<file path="src/common/ubst_consts.svh">
`ifndef UBST_CONSTS_SVH
`define UBST_CONSTS_SVH
// register byte offsets on the apb slave
`define UBST_OFF_ADDR_A 12'h000
`define UBST_OFF_AMASK_A 12'h004
`define UBST_OFF_CYC_A 12'h008
`define UBST_OFF_ADDR_B 12'h00c
`define UBST_OFF_AMASK_B 12'h010
`define UBST_OFF_DATA_B 12'h014
`define UBST_OFF_DMASK_B 12'h018
`define UBST_OFF_CYC_B 12'h01c
`define UBST_OFF_CTRL 12'h020
`define UBST_OFF_EXEC 12'h024
`define UBST_OFF_SRC 12'h028
`define UBST_OFF_DST 12'h02c
// control register fields
`define UBST_CTL_MFLA 15
`define UBST_CTL_MFLB 14
`define UBST_CTL_MFIA 13
`define UBST_CTL_MFIB 12
`define UBST_CTL_TRACE_EN 11
`define UBST_CTL_TIMING_A 10
`define UBST_CTL_DATA_EN 7
`define UBST_CTL_TIMING_B 6
`define UBST_CTL_CHAIN 3
`define UBST_CTL_COUNT_EN 0
`define UBST_CTL_WMASK 32'h0000fcc9
// bus cycle register fields
`define UBST_BC_MASK 16'h00ff
`define UBST_BC_BUS_HI 7
`define UBST_BC_BUS_LO 6
`define UBST_BC_ID_HI 5
`define UBST_BC_ID_LO 4
`define UBST_BC_RW_HI 3
`define UBST_BC_RW_LO 2
`define UBST_BC_SZ_HI 1
`define UBST_BC_SZ_LO 0
`define UBST_SZ_NONE 2'h0
`define UBST_SZ_BYTE 2'h1
`define UBST_SZ_WORD 2'h2
`define UBST_SZ_LONG 2'h3
`define UBST_SEL_OFF 2'h0
`define UBST_BUS_IBUS 2'h2
`define UBST_KIND_FETCH 2'h1
`define UBST_KIND_DATA 2'h2
`define UBST_DIR_READ 2'h1
`define UBST_DIR_WRITE 2'h2
// execution count and trace fields
`define UBST_EXEC_MASK 16'h0fff
`define UBST_EXEC_ONE 12'h001
`define UBST_VALID_BIT 31
`define UBST_ADDR_W 28
`define UBST_DEPTH 4
`endif

</file>
<file path="src/common/ubst_pkg.sv">
// Purpose: types for the user break sequence and trace block
// Assumes: widths written out here match the consts header
// Notes: state record held in one struct
package ubst_pkg;
    typedef enum logic [1:0] {
        UBST_SEQ_IDLE = 2'b01,
        UBST_SEQ_ARMED = 2'b10
    } ubst_seq_t;

    typedef struct packed {
        logic [31:0] bar_a;
        logic [31:0] bam_a;
        logic [15:0] bbr_a;
        logic [31:0] bar_b;
        logic [31:0] bam_b;
        logic [31:0] bdr_b;
        logic [31:0] bdm_b;
        logic [15:0] bbr_b;
        logic [31:0] ctrl;
        logic [11:0] exec_cnt;
        ubst_seq_t seq;
        logic [3:0][27:0] src;
        logic [3:0][27:0] dst;
        logic [3:0] src_v;
        logic [3:0] dst_v;
        logic [31:0] rdata;
        logic brk;
        logic ap_ib;
        logic bp_ib;
    } ubst_state_t;
endpackage : ubst_pkg

</file>
<file path="src/core/ubst_core.sv">
// Purpose: user break match, sequential/count break, branch trace queue
// Assumes: cpu bus inputs are on i_clock; apb slave with zero wait states
// Notes: one registered break request pulse per cycle in which a channel fires
`include "ubst_consts.svh"

module ubst_core
    import ubst_pkg::*;
(
    // clock and reset
    input wire logic i_clock,
    input wire logic i_reset_n,
    input wire logic i_clk_en,
    // apb slave
    input wire logic i_psel,
    input wire logic i_penable,
    input wire logic i_pwrite,
    input wire logic [11:0] i_paddr,
    input wire logic [31:0] i_pwdata,
    output logic [31:0] o_prdata,
    output logic o_pready,
    output logic o_pslverr,
    // cpu bus cycle
    input wire logic i_cyc_valid,
    input wire logic i_cyc_ibus,
    input wire logic i_cyc_data,
    input wire logic i_cyc_write,
    input wire logic [1:0] i_cyc_size,
    input wire logic [31:0] i_cyc_addr,
    input wire logic [31:0] i_cyc_wdata,
    input wire logic i_fetch_exec,
    input wire logic i_brk_accept,
    // branch trace
    input wire logic i_branch,
    input wire logic [31:0] i_branch_src,
    input wire logic [31:0] i_branch_dst,
    // break request
    output logic o_break_req
);
    ubst_state_t s_q;
    ubst_state_t s_d;

    // channel condition: bus, kind, direction, size, address, data
    function automatic logic chan_hit(
        input logic [15:0] bbr,
        input logic [31:0] bar,
        input logic [31:0] bam,
        input logic data_en,
        input logic [31:0] bdr,
        input logic [31:0] bdm
    );
        logic [1:0] bus;
        logic [1:0] kind;
        logic [1:0] dir;
        logic [1:0] sz;
        logic [31:0] amask;
        logic [31:0] dmask;
        logic ok;
        bus = bbr[`UBST_BC_BUS_HI:`UBST_BC_BUS_LO];
        kind = bbr[`UBST_BC_ID_HI:`UBST_BC_ID_LO];
        dir = bbr[`UBST_BC_RW_HI:`UBST_BC_RW_LO];
        sz = bbr[`UBST_BC_SZ_HI:`UBST_BC_SZ_LO];
        amask = ~bam;
        dmask = ~bdm;
        ok = i_cyc_valid;
        if (bus == `UBST_SEL_OFF || kind == `UBST_SEL_OFF ||
            dir == `UBST_SEL_OFF) begin
            ok = 1'b0;
        end
        if (bus == `UBST_BUS_IBUS && !i_cyc_ibus) begin
            ok = 1'b0;
        end
        // bus code 11 means the l bus, like 01
        if (bus != `UBST_BUS_IBUS && i_cyc_ibus) begin
            ok = 1'b0;
        end
        if (kind == `UBST_KIND_FETCH && i_cyc_data) begin
            ok = 1'b0;
        end
        if (kind == `UBST_KIND_DATA && !i_cyc_data) begin
            ok = 1'b0;
        end
        if ((dir == `UBST_DIR_READ && i_cyc_write) ||
            (dir == `UBST_DIR_WRITE && !i_cyc_write)) begin
            ok = 1'b0;
        end
        if (sz != `UBST_SZ_NONE && sz != i_cyc_size) begin
            ok = 1'b0;
        end
        // fetches are halfword aligned, so a set lsb can never match
        if (i_cyc_data) begin
            unique case (i_cyc_size)
                `UBST_SZ_LONG: amask[1:0] = 2'h0;
                `UBST_SZ_WORD: amask[0] = 1'b0;
                default: amask = amask;
            endcase
        end else if (bar[0]) begin
            ok = 1'b0;
        end
        if (((bar ^ i_cyc_addr) & amask) != 32'h0) begin
            ok = 1'b0;
        end
        if (data_en && i_cyc_data) begin
            if (sz != `UBST_SZ_LONG) begin
                dmask[31:16] = 16'h0;
            end
            if (sz == `UBST_SZ_NONE ||
                ((bdr ^ i_cyc_wdata) & dmask) != 32'h0) begin
                ok = 1'b0;
            end
        end
        return ok;
    endfunction : chan_hit

    logic apb_wr;
    logic apb_rd;
    logic hit_a;
    logic hit_b;
    logic [31:0] rd_mux;
    logic apb_rsetup;

    // read data is taken in the setup cycle, so it stands at the access edge
    assign apb_rsetup = i_psel && !i_penable && !i_pwrite;
    assign apb_wr = i_psel && i_penable && i_pwrite;
    assign apb_rd = i_psel && i_penable && !i_pwrite;
    assign o_pready = 1'b1;
    assign o_prdata = s_q.rdata;

    always_comb begin
        // channel a has no data compare
        hit_a = chan_hit(s_q.bbr_a, s_q.bar_a, s_q.bam_a, 1'b0,
            32'h0, 32'h0);
        hit_b = chan_hit(s_q.bbr_b, s_q.bar_b, s_q.bam_b,
            s_q.ctrl[`UBST_CTL_DATA_EN], s_q.bdr_b, s_q.bdm_b);
    end

    // unmapped addresses answer with an error and zero data
    always_comb begin
        o_pslverr = 1'b0;
        unique case (i_paddr)
            `UBST_OFF_ADDR_A: rd_mux = s_q.bar_a;
            `UBST_OFF_AMASK_A: rd_mux = s_q.bam_a;
            `UBST_OFF_CYC_A: rd_mux = {16'h0, s_q.bbr_a};
            `UBST_OFF_ADDR_B: rd_mux = s_q.bar_b;
            `UBST_OFF_AMASK_B: rd_mux = s_q.bam_b;
            `UBST_OFF_DATA_B: rd_mux = s_q.bdr_b;
            `UBST_OFF_DMASK_B: rd_mux = s_q.bdm_b;
            `UBST_OFF_CYC_B: rd_mux = {16'h0, s_q.bbr_b};
            `UBST_OFF_CTRL: rd_mux = s_q.ctrl;
            `UBST_OFF_EXEC: rd_mux = {20'h0, s_q.exec_cnt};
            `UBST_OFF_SRC: rd_mux = {s_q.src_v[0], 3'h0, s_q.src[0]};
            `UBST_OFF_DST: rd_mux = {s_q.dst_v[0], 3'h0, s_q.dst[0]};
            default: begin
                rd_mux = 32'h0;
                o_pslverr = i_psel && i_penable;
            end
        endcase
    end

    always_comb begin
        logic fire_a;
        logic fire_b;
        logic b_ok;
        logic deliver_a;
        logic deliver_b;
        logic ib_cyc;
        logic [31:0] ctl_w;
        s_d = s_q;
        fire_a = 1'b0;
        fire_b = 1'b0;
        b_ok = 1'b0;
        ib_cyc = i_cyc_ibus;
        ctl_w = s_q.ctrl;
        s_d.brk = 1'b0;

        // before-execution fetch breaks wait for the confirming signal
        deliver_a = hit_a && (i_cyc_data || i_fetch_exec) && i_brk_accept;
        deliver_b = hit_b && (i_cyc_data || i_fetch_exec) && i_brk_accept;

        b_ok = deliver_b;
        if (deliver_b && s_q.ctrl[`UBST_CTL_COUNT_EN]) begin
            b_ok = (s_q.exec_cnt == `UBST_EXEC_ONE);
        end

        if (s_q.ctrl[`UBST_CTL_CHAIN]) begin
            // a hit on both channels at once neither arms nor fires
            fire_a = 1'b0;
            unique case (s_q.seq)
                UBST_SEQ_IDLE: begin
                    if (deliver_a && !deliver_b) begin
                        s_d.seq = UBST_SEQ_ARMED;
                        s_d.ap_ib = ib_cyc;
                    end
                end
                UBST_SEQ_ARMED: begin
                    fire_b = b_ok && !deliver_a;
                end
            endcase
        end else begin
            s_d.seq = UBST_SEQ_IDLE;
            fire_a = deliver_a;
            fire_b = b_ok;
        end
        // count stays at zero until rewritten: no further counted break
        if (deliver_b && s_q.ctrl[`UBST_CTL_COUNT_EN] &&
            s_q.exec_cnt != 12'h0 &&
            (!s_q.ctrl[`UBST_CTL_CHAIN] || s_q.seq == UBST_SEQ_ARMED)) begin
            s_d.exec_cnt = s_q.exec_cnt - `UBST_EXEC_ONE;
        end

        s_d.brk = fire_a || fire_b;

        // apb writes to control; set wins over clear on match flags
        if (apb_wr && i_paddr == `UBST_OFF_CTRL) begin
            ctl_w = i_pwdata & `UBST_CTL_WMASK;
            // a one written to a flag sets it; only a zero clears it
            if (ctl_w[`UBST_CTL_TRACE_EN] &&
                !s_q.ctrl[`UBST_CTL_TRACE_EN]) begin
                s_d.src_v = 4'h0;
                s_d.dst_v = 4'h0;
            end
        end
        s_d.ctrl = ctl_w;
        if (fire_a || (fire_b && s_q.ctrl[`UBST_CTL_CHAIN])) begin
            if (s_q.ctrl[`UBST_CTL_CHAIN] ? s_q.ap_ib : ib_cyc) begin
                s_d.ctrl[`UBST_CTL_MFIA] = 1'b1;
            end else begin
                s_d.ctrl[`UBST_CTL_MFLA] = 1'b1;
            end
        end
        if (fire_b) begin
            if (ib_cyc) begin
                s_d.ctrl[`UBST_CTL_MFIB] = 1'b1;
            end else begin
                s_d.ctrl[`UBST_CTL_MFLB] = 1'b1;
            end
        end
        if (fire_b && s_q.ctrl[`UBST_CTL_CHAIN]) begin
            s_d.seq = UBST_SEQ_IDLE;
        end

        if (apb_wr) begin
            unique case (i_paddr)
                `UBST_OFF_ADDR_A: s_d.bar_a = i_pwdata;
                `UBST_OFF_AMASK_A: s_d.bam_a = i_pwdata;
                `UBST_OFF_CYC_A: s_d.bbr_a = i_pwdata[15:0] & `UBST_BC_MASK;
                `UBST_OFF_ADDR_B: s_d.bar_b = i_pwdata;
                `UBST_OFF_AMASK_B: s_d.bam_b = i_pwdata;
                `UBST_OFF_DATA_B: s_d.bdr_b = i_pwdata;
                `UBST_OFF_DMASK_B: s_d.bdm_b = i_pwdata;
                `UBST_OFF_CYC_B: s_d.bbr_b = i_pwdata[15:0] & `UBST_BC_MASK;
                `UBST_OFF_EXEC: s_d.exec_cnt = i_pwdata[11:0];
                // trace words and unmapped writes are dropped
                default: s_d.bar_a = s_d.bar_a;
            endcase
        end

        // read of source clears its flag; destination read advances
        if (apb_rd && i_paddr == `UBST_OFF_SRC) begin
            s_d.src_v[0] = 1'b0;
        end
        if (apb_rd && i_paddr == `UBST_OFF_DST) begin
            s_d.dst_v[0] = 1'b0;
            for (int i = 0; i < `UBST_DEPTH - 1; i++) begin
                s_d.src[i] = s_q.src[i + 1];
                s_d.dst[i] = s_q.dst[i + 1];
                s_d.src_v[i] = s_d.src_v[i + 1];
                s_d.dst_v[i] = s_d.dst_v[i + 1];
            end
            s_d.src_v[`UBST_DEPTH - 1] = 1'b0;
            s_d.dst_v[`UBST_DEPTH - 1] = 1'b0;
        end
        // a new branch pushes at the head; oldest entry falls off
        if (i_branch && s_q.ctrl[`UBST_CTL_TRACE_EN]) begin
            for (int i = `UBST_DEPTH - 1; i > 0; i--) begin
                s_d.src[i] = s_d.src[i - 1];
                s_d.dst[i] = s_d.dst[i - 1];
                s_d.src_v[i] = s_d.src_v[i - 1];
                s_d.dst_v[i] = s_d.dst_v[i - 1];
            end
            s_d.src[0] = i_branch_src[`UBST_ADDR_W - 1:0];
            s_d.dst[0] = i_branch_dst[`UBST_ADDR_W - 1:0];
            s_d.src_v[0] = 1'b1;
            s_d.dst_v[0] = 1'b1;
        end

        s_d.rdata = apb_rsetup ? rd_mux : s_q.rdata;
        s_d.bp_ib = ib_cyc;
        // a stalled cycle drops the pulse rather than stretching it
        if (!i_clk_en) begin
            s_d = s_q;
            s_d.brk = 1'b0;
        end
    end

    // trace addresses are left out of reset on purpose
    always_ff @(posedge i_clock or negedge i_reset_n) begin
        if (!i_reset_n) begin
            // trace words hold through reset; only their valids clear
            s_q.bar_a <= 32'h0;
            s_q.bam_a <= 32'h0;
            s_q.bbr_a <= 16'h0;
            s_q.bar_b <= 32'h0;
            s_q.bam_b <= 32'h0;
            s_q.bdr_b <= 32'h0;
            s_q.bdm_b <= 32'h0;
            s_q.bbr_b <= 16'h0;
            s_q.ctrl <= 32'h0;
            s_q.exec_cnt <= 12'h0;
            s_q.seq <= UBST_SEQ_IDLE;
            s_q.src_v <= 4'h0;
            s_q.dst_v <= 4'h0;
            s_q.rdata <= 32'h0;
            s_q.brk <= 1'b0;
            s_q.ap_ib <= 1'b0;
            s_q.bp_ib <= 1'b0;
        end else begin
            s_q.bar_a <= s_d.bar_a;
            s_q.bam_a <= s_d.bam_a;
            s_q.bbr_a <= s_d.bbr_a;
            s_q.bar_b <= s_d.bar_b;
            s_q.bam_b <= s_d.bam_b;
            s_q.bdr_b <= s_d.bdr_b;
            s_q.bdm_b <= s_d.bdm_b;
            s_q.bbr_b <= s_d.bbr_b;
            s_q.ctrl <= s_d.ctrl;
            s_q.exec_cnt <= s_d.exec_cnt;
            s_q.seq <= s_d.seq;
            s_q.src_v <= s_d.src_v;
            s_q.dst_v <= s_d.dst_v;
            s_q.rdata <= s_d.rdata;
            s_q.brk <= s_d.brk;
            s_q.ap_ib <= s_d.ap_ib;
            s_q.bp_ib <= s_d.bp_ib;
            s_q.src <= s_d.src;
            s_q.dst <= s_d.dst;
        end
    end

    assign o_break_req = s_q.brk;
endmodule : ubst_core

</file>
<file path="config.mk">
export PLATFORM = sky130hd
export DESIGN_NAME = ubst_core
export DESIGN_NICKNAME = d
export VERILOG_FILES = /design/src/common/ubst_pkg.sv /design/src/core/ubst_core.sv
export VERILOG_INCLUDE_DIRS = /design/src /design/src/common
export SDC_FILE = /design/constraint.sdc
export NUM_CORES = 1
export LEC_CHECK = 0
export BUFFER_PORTS_ARGS = -buffer_cell sky130_fd_sc_hd__buf_2
export CAP_MARGIN = 20
export CORE_ASPECT_RATIO = 1.2
export CORE_MARGIN = 5
export CORE_UTILIZATION = 45
export CTS_CLUSTER_DIAMETER = 100
export CTS_CLUSTER_SIZE = 24
export DETAILED_ROUTE_END_ITERATION = 8
export PLACE_DENSITY = 0.73
export SYNTH_ARGS = -nofsm -noshare
export SYNTH_HDL_FRONTEND = slang
export SYNTH_SLANG_ARGS = --single-unit
</file>
<file path="constraint.sdc">
create_clock -name i_clock -period 7.81 [get_ports i_clock]
set_input_delay 1.562 -clock i_clock [delete_from_list [all_inputs] [get_ports i_clock]]
set_output_delay 1.562 -clock i_clock [all_outputs]
set_load 0.1 [all_outputs]
</file>
==> metrics, run 1 <==
DIE WIDTH 225 um; root buffer cell clkbuf_16; syn_nets roughly 2.5k; max_cap viols 0; worst ir drop on vdd roughly 160 uV; worst slew pin tran ~1.1 ns; iteration-0 DRC count of the detailed router 2151; crit path max fanout 94; Fmax 0.216 GHz; Final min period approximately 4.6 ns; Core Region approximately 55000 sq um; dpl hpwl 54100 um; CTS Buf Count 25; commonest non-fill, non-tap cell in the layout nor2_1; unrepaired setup endpoints after global routing false; Synth Flop Type dfrtp_1; final WL 79000 um; Die Area around 60000 sq um; Layout Cells excl Fill 3166; Slew Limit Fails 0; first-pass GRT wire length between 100000 and 150000 um; warnings from Yosys 0; Placed Cells about 3.1k; post-DR wirelength/cell 24.9 um; Max H-tree Level 1; sequential fraction of the synthesis area between 50% and 60%; I/O Pins 222; area fraction of the dominant cell type after synthesis a little over a quarter; number of global-route vias before repair between 15k and 20k; relative slew slack between 20% and 30%; PwrDens between 150 and 200 nW/um^2; Core Rows 94; vias per std cell slightly above 6; total track usage about a quarter; most frequent cells in the layout nor2_1, dfrtp_1, nand2_1, edfxtp_1, buf_2; min-delay worst type register to register; CTS tree done; Reg clk slew, reported paths around 0.10 ns; library cells used by synthesis 66; routed vias slightly below 20k; Post-CTS Hold Buffers 0; I/O Buffers between 200 and 250; starting density of the core about 46%; WP data required about 8.3 ns; Post-synth EDFFs ~220; Critical Path Sink Type register; synthesized area between 20000 and 30000 sq um; antenna violations before repair 8; leading area contributor after synthesis dfrtp_1; dpl cell area roughly 27000 sq um; top area cells in the synthesized netlist dfrtp_1, edfxtp_1, mux2_2; post-CTS resize count 0; Die H between 200 and 300 um; Initial DRT Pass Iterations 6; outcome finished, final reports clean; clk_lat worst skew 0.61 ns; clk sink count around 500; share of post-route cells with drive strength above 1 a little over a fifth; crit start category input port; Post-CTS Setup Bufs 0; Hold Vio Cnt, Final 0; synthesized area per cell ~11 sq um; Area Overhead vs Synth 8.95%; clk buf depth 3; Final period util about three fifths; Syn Inst Count approximately 2.3k; count of final setup violators 0; fin util 49.6%; Worst EP arrival 5.10 ns; grt ovf 0; Setup Skew 0.0177 ns; post-route cell area 27300 sq um; GPL Wtd Cong 0.941; FFs w/ async S/R, synth between 50% and 60%; fillers a little under 5k; post-route ant nets 0; Lkg Pwr between 10 and 15 nW; Residual DRC 0; setup TNS 0 ns; Seq cells post-synth 498; Nets roughly 2.6k; largest net degree at the start of global routing 95; Crit Path Class input port to register
## per-layer routing
metal | vias up | track usage [%] | wire [um]
li1 | 8625 | - | -
met1 | 9720 | 33.1 | 30500
met2 | 983 | 41.3 | 37900
met3 | 183 | 4.74 | 6910
met4 | 6 | 10.2 | 3590
met5 | - | 0 | 68
## final timing paths
check                           depth (start not counted)      endpoint        start  slack [ns]
worst max register to register                          8      s_q[270]     s_q[389]        4.24
min in group asynchronous                               1      s_q[374]    i_reset_n        0.97
worst max-delay path                                    9      s_q[122]  i_paddr[11]        3.18
worst min-delay path                                    1   o_prdata[4]  o_prdata[4]        0.52
max in group asynchronous                               2  o_prdata[19]    i_reset_n        5.38
worst min register to register                          1   o_prdata[4]  o_prdata[4]        0.52
## logic make-up after synthesis
kind of cell | share of synthesized area [%]
DFF | 54.3
muxes | 14.3
AOI/OAI and AO/OA | 11.5
buffers and inverters | 3.49
adders and majority gates | 0.100
xor gates and xnor gates | 3.36
and+or+nand+nor | 12.9
other | 0.0150
## per-stage QoR
stage          setup slack (ns)  hold slack, ns  power (mW)
5_1_grt                    2.99           0.543        5.10
3_3_place_gp               2.82           0.477        3.51
2_1_floorplan              1.90           0.465        3.35
6_report                   3.18           0.516        4.96
4_1_cts                    3.30           0.519        4.97
3_5_place_dp               2.67           0.483        3.53
## synth_stat cells (all sizes together), types with 35 or more instances
library cell and number:
nor2 347, dfrtp 273, nand2 268, edfxtp 224, mux2 219, o22ai 171
mux2i 111, xnor2 96, buf 94, a21oi 88, o21ai 81, clkbuf 75
nor3 35
## worst max-delay path, stage by stage
cell and delay (ns):
buf_2 0.10, nor4_2 0.43, nand2_1 0.20, nor3b_2 0.29
nand4_1 0.59, nand2_4 0.53, buf_4 0.89, o22ai_1 0.22
nor2_1 0.19
## registers in the layout, indices dropped and copies added, names as in the netlist
signal,flops
s_q,465
o_prdata,32
o_break_req,1
## report_power, final
group	internal, mW	switching (mW)	leakage (nW)
registers	2.81	0.0640	5.80
clock network	0.608	0.882	0.344
logic	0.131	0.468	5.38
total	3.55	1.41	11.5
## cell type report
type | instances | area [sq um] | area share [%]
Sequential cell | 498 | 13600 | 49.8
Multi-Input combinational cell | 1645 | 10700 | 39.1
Timing Repair Buffer | 248 | 1360 | 4.97
Tap cell | 720 | 901 | 3.30
Clock buffer | 36 | 667 | 2.45
Clock inverter | 4 | 50.0 | 0.184
Inverter | 11 | 41.3 | 0.151
Antenna cell | 4 | 10.0 | 0.0367
Note: power is estimated with default switching activity, not from simulation.
==> run 2: changes to the inputs <==
--- a/config.mk
+++ b/config.mk
@@ -14,7 +14,7 @@
 export CTS_CLUSTER_DIAMETER = 100
 export CTS_CLUSTER_SIZE = 24
 export DETAILED_ROUTE_END_ITERATION = 8
-export PLACE_DENSITY = 0.73
+export PLACE_DENSITY = 0.75
 export SYNTH_ARGS = -nofsm -noshare
 export SYNTH_HDL_FRONTEND = slang
 export SYNTH_SLANG_ARGS = --single-unit
==> constraint.sdc (replaced) <==
create_clock -name i_clock -period 4.2 [get_ports i_clock]
set_input_delay 0.84 -clock i_clock [delete_from_list [all_inputs] [get_ports i_clock]]
set_output_delay 0.84 -clock i_clock [all_outputs]
set_load 0.1 [all_outputs]
==> run 2 against run 1 <==
Power grew 84%; largest cell class unchanged; sequential share of layout area shrank 0.41 points; die area is the same; non-clock buffer count grew 21; critical path type is now register to register.
==> metrics, run 2 (synthesis results as in run 1) <==
outcome finished, final reports clean (unchanged); clk_lat worst skew 0.59 ns (was 0.61 ns); Setup Skew 0.0232 ns (was 0.0177 ns); relative slew slack 27.4% (was 23.9%); crit start category register (was input port); I/O Pins 222 (unchanged); share of post-route cells with drive strength above 1 21.5% (was 20.9%); Slew Limit Fails 0 (unchanged); crit path cell chain xnor2_1 > o22ai_1 > nor4_1 > a21oi_1 > o311ai_2 > nand3_1 > buf_4 > o41ai_1 > o21ai_0 (was buf_2 > nor4_2 > nand2_1 > nor3b_2 > nand4_1 > nand2_4 > buf_4 > o22ai_1 > nor2_1); WP data required 4.67 ns (was 8.27 ns); dpl hpwl 55600 um (was 54100 um); antenna violations before repair 7 (was 8); Crit Path Class register to register (was input port to register); dpl cell area 26800 sq um (was 26500 sq um); CTS tree done (unchanged); first-pass GRT wire length 119000 um (was 118000 um); Nets 2638 (was 2618); I/O Buffers 212 (unchanged); Final min period 3.19 ns; PwrDens 332 nW/um^2 (was 182 nW/um^2); setup TNS 0 ns (unchanged); Post-CTS Hold Buffers 0 (unchanged); clk sink count 498 (unchanged); post-DR wirelength/cell 25.0 um (was 24.9 um); Initial DRT Pass Iterations 6 (unchanged); Die H 268 um (unchanged); fin util 50.1% (was 49.6%); total track usage 25.2% (about the same); post-CTS resize count 0 (unchanged); Final period util approximately three quarters; routed vias 19.8k (was 19.5k); Residual DRC 0 (unchanged); Core Rows 94 (unchanged); starting density of the core 45.6% (unchanged); Post-CTS Setup Bufs 0 (unchanged); vias per std cell 6.22 (was 6.16); Placed Cells 3143 (was 3122); worst ir drop on vdd 341 uV (was 157 uV); CTS Buf Count 24 (was 25); worst slew pin tran 1.09 ns (was 1.14 ns); final WL 79600 um (was 79000 um); largest net degree at the start of global routing 169 (was 95); count of final setup violators 0 (unchanged); most frequent cells in the layout nor2_1, dfrtp_1, nand2_1, edfxtp_1, buf_2 (unchanged); Critical-path top delay cell nor4_1 (was buf_4); max_cap viols 0 (unchanged); max reg flops 465 (unchanged); root buffer cell clkbuf_16 (unchanged); Max H-tree Level 1 (unchanged); Area Overhead vs Synth 9.85% (was 8.95%); Fmax 0.313 GHz; DIE WIDTH 225 um (unchanged); post-route cell area 27500 sq um (was 27300 sq um); post-route ant nets 0 (unchanged); Die Area 60500 sq um (unchanged); min-delay worst type input port to asynchronous set/reset pin (was register to register); Worst EP arrival 3.66 ns (was 5.10 ns); number of global-route vias before repair 19.7k (was 19.2k); slowest cell delay on critical path 0.48 ns (was 0.89 ns); grt ovf 0 (unchanged); iteration-0 DRC count of the detailed router 2184 (was 2151); commonest non-fill, non-tap cell in the layout nor2_1 (unchanged); unrepaired setup endpoints after global routing false (unchanged); Critical Path Sink Type register (unchanged); GPL Wtd Cong 0.961 (was 0.941); Reg clk slew, reported paths 0.10 ns (about the same); Largest Register s_q (unchanged); clk buf depth 3 (unchanged); Hold Vio Cnt, Final 0 (unchanged); Layout Cells excl Fill 3185 (was 3166); Lkg Pwr 11.7 nW (was 11.5 nW); crit path max fanout 10 (was 94); Core Region 54900 sq um (unchanged)
[run 2: cell count changes in the layout (fill, tap and decap cells not counted), sizes merged]
cell / change
diode: -2
inv: -1
clkbuf: +2
buf: +21
clkinv: -1
[run 2: final timing paths]
check,depth (start not counted),end,slack [ns],startpoint
worst max-delay path,9,s_q[273],1.01,s_q[389]
worst min-delay path,1,o_prdata[12],0.17,i_reset_n
worst max register to register,9,s_q[273],1.01,s_q[389]
worst min register to register,1,o_prdata[4],0.50,o_prdata[4]
max in group asynchronous,2,o_prdata[18],2.62,i_reset_n
min in group i_clock,1,o_prdata[4],0.50,o_prdata[4]
[run 2: layout make-up]
type | instances | area [sq um]
antenna | 2 | 5.00
clock buffer | 38 | 664
clock inverter | 2 | 20.0
fill | 4839 | 27400
inverter | 11 | 41.3
multi-input combinational | 1645 | 10700
sequential | 498 | 13600
tap | 720 | 901
timing repair buffer | 269 | 1630
[run 2: routing by layer]
metal  GRT usage, %  part of all wire (%)  vias to the layer above
met2           40.5                    47                     1058
met4           12.1                   5.6                        6
li1               -                     -                     8659
met5              0                 0.059                        -
met1           33.4                    38                     9884
met3           4.48                   9.2                      203
[run 2: report_power, final]
part           switching [mW]  leakage, nW  internal [mW]  total [mW]
combinational           0.873         5.52          0.248        1.12
clock                    1.57        0.332           1.10        2.67
sequential              0.119         5.80           5.23        5.35
total                    2.56         11.7           6.58        9.14
[run 2: metrics by stage]
step / total power, mW / setup WS [ns] / hold slack, ns
floorplan: 6.22 / 0.464 / 0.465
global placement: 6.54 / 0.598 / 0.479
detailed placement: 6.56 / 0.507 / 0.479
CTS: 9.16 / 1.08 / 0.182
global route: 9.41 / 0.722 / 0.198
finish: 9.14 / 1.01 / 0.169
[run 2: worst max-delay path, delay by kind of cell (launching register included)]
kind	cells	cell delay [ns]
AO/OA/AOI/OAI	5	1.23
XOR/XNOR	1	0.25
buffers and inverters	1	0.30
flip-flops	1	0.42
AND/OR/NAND/NOR	2	0.90
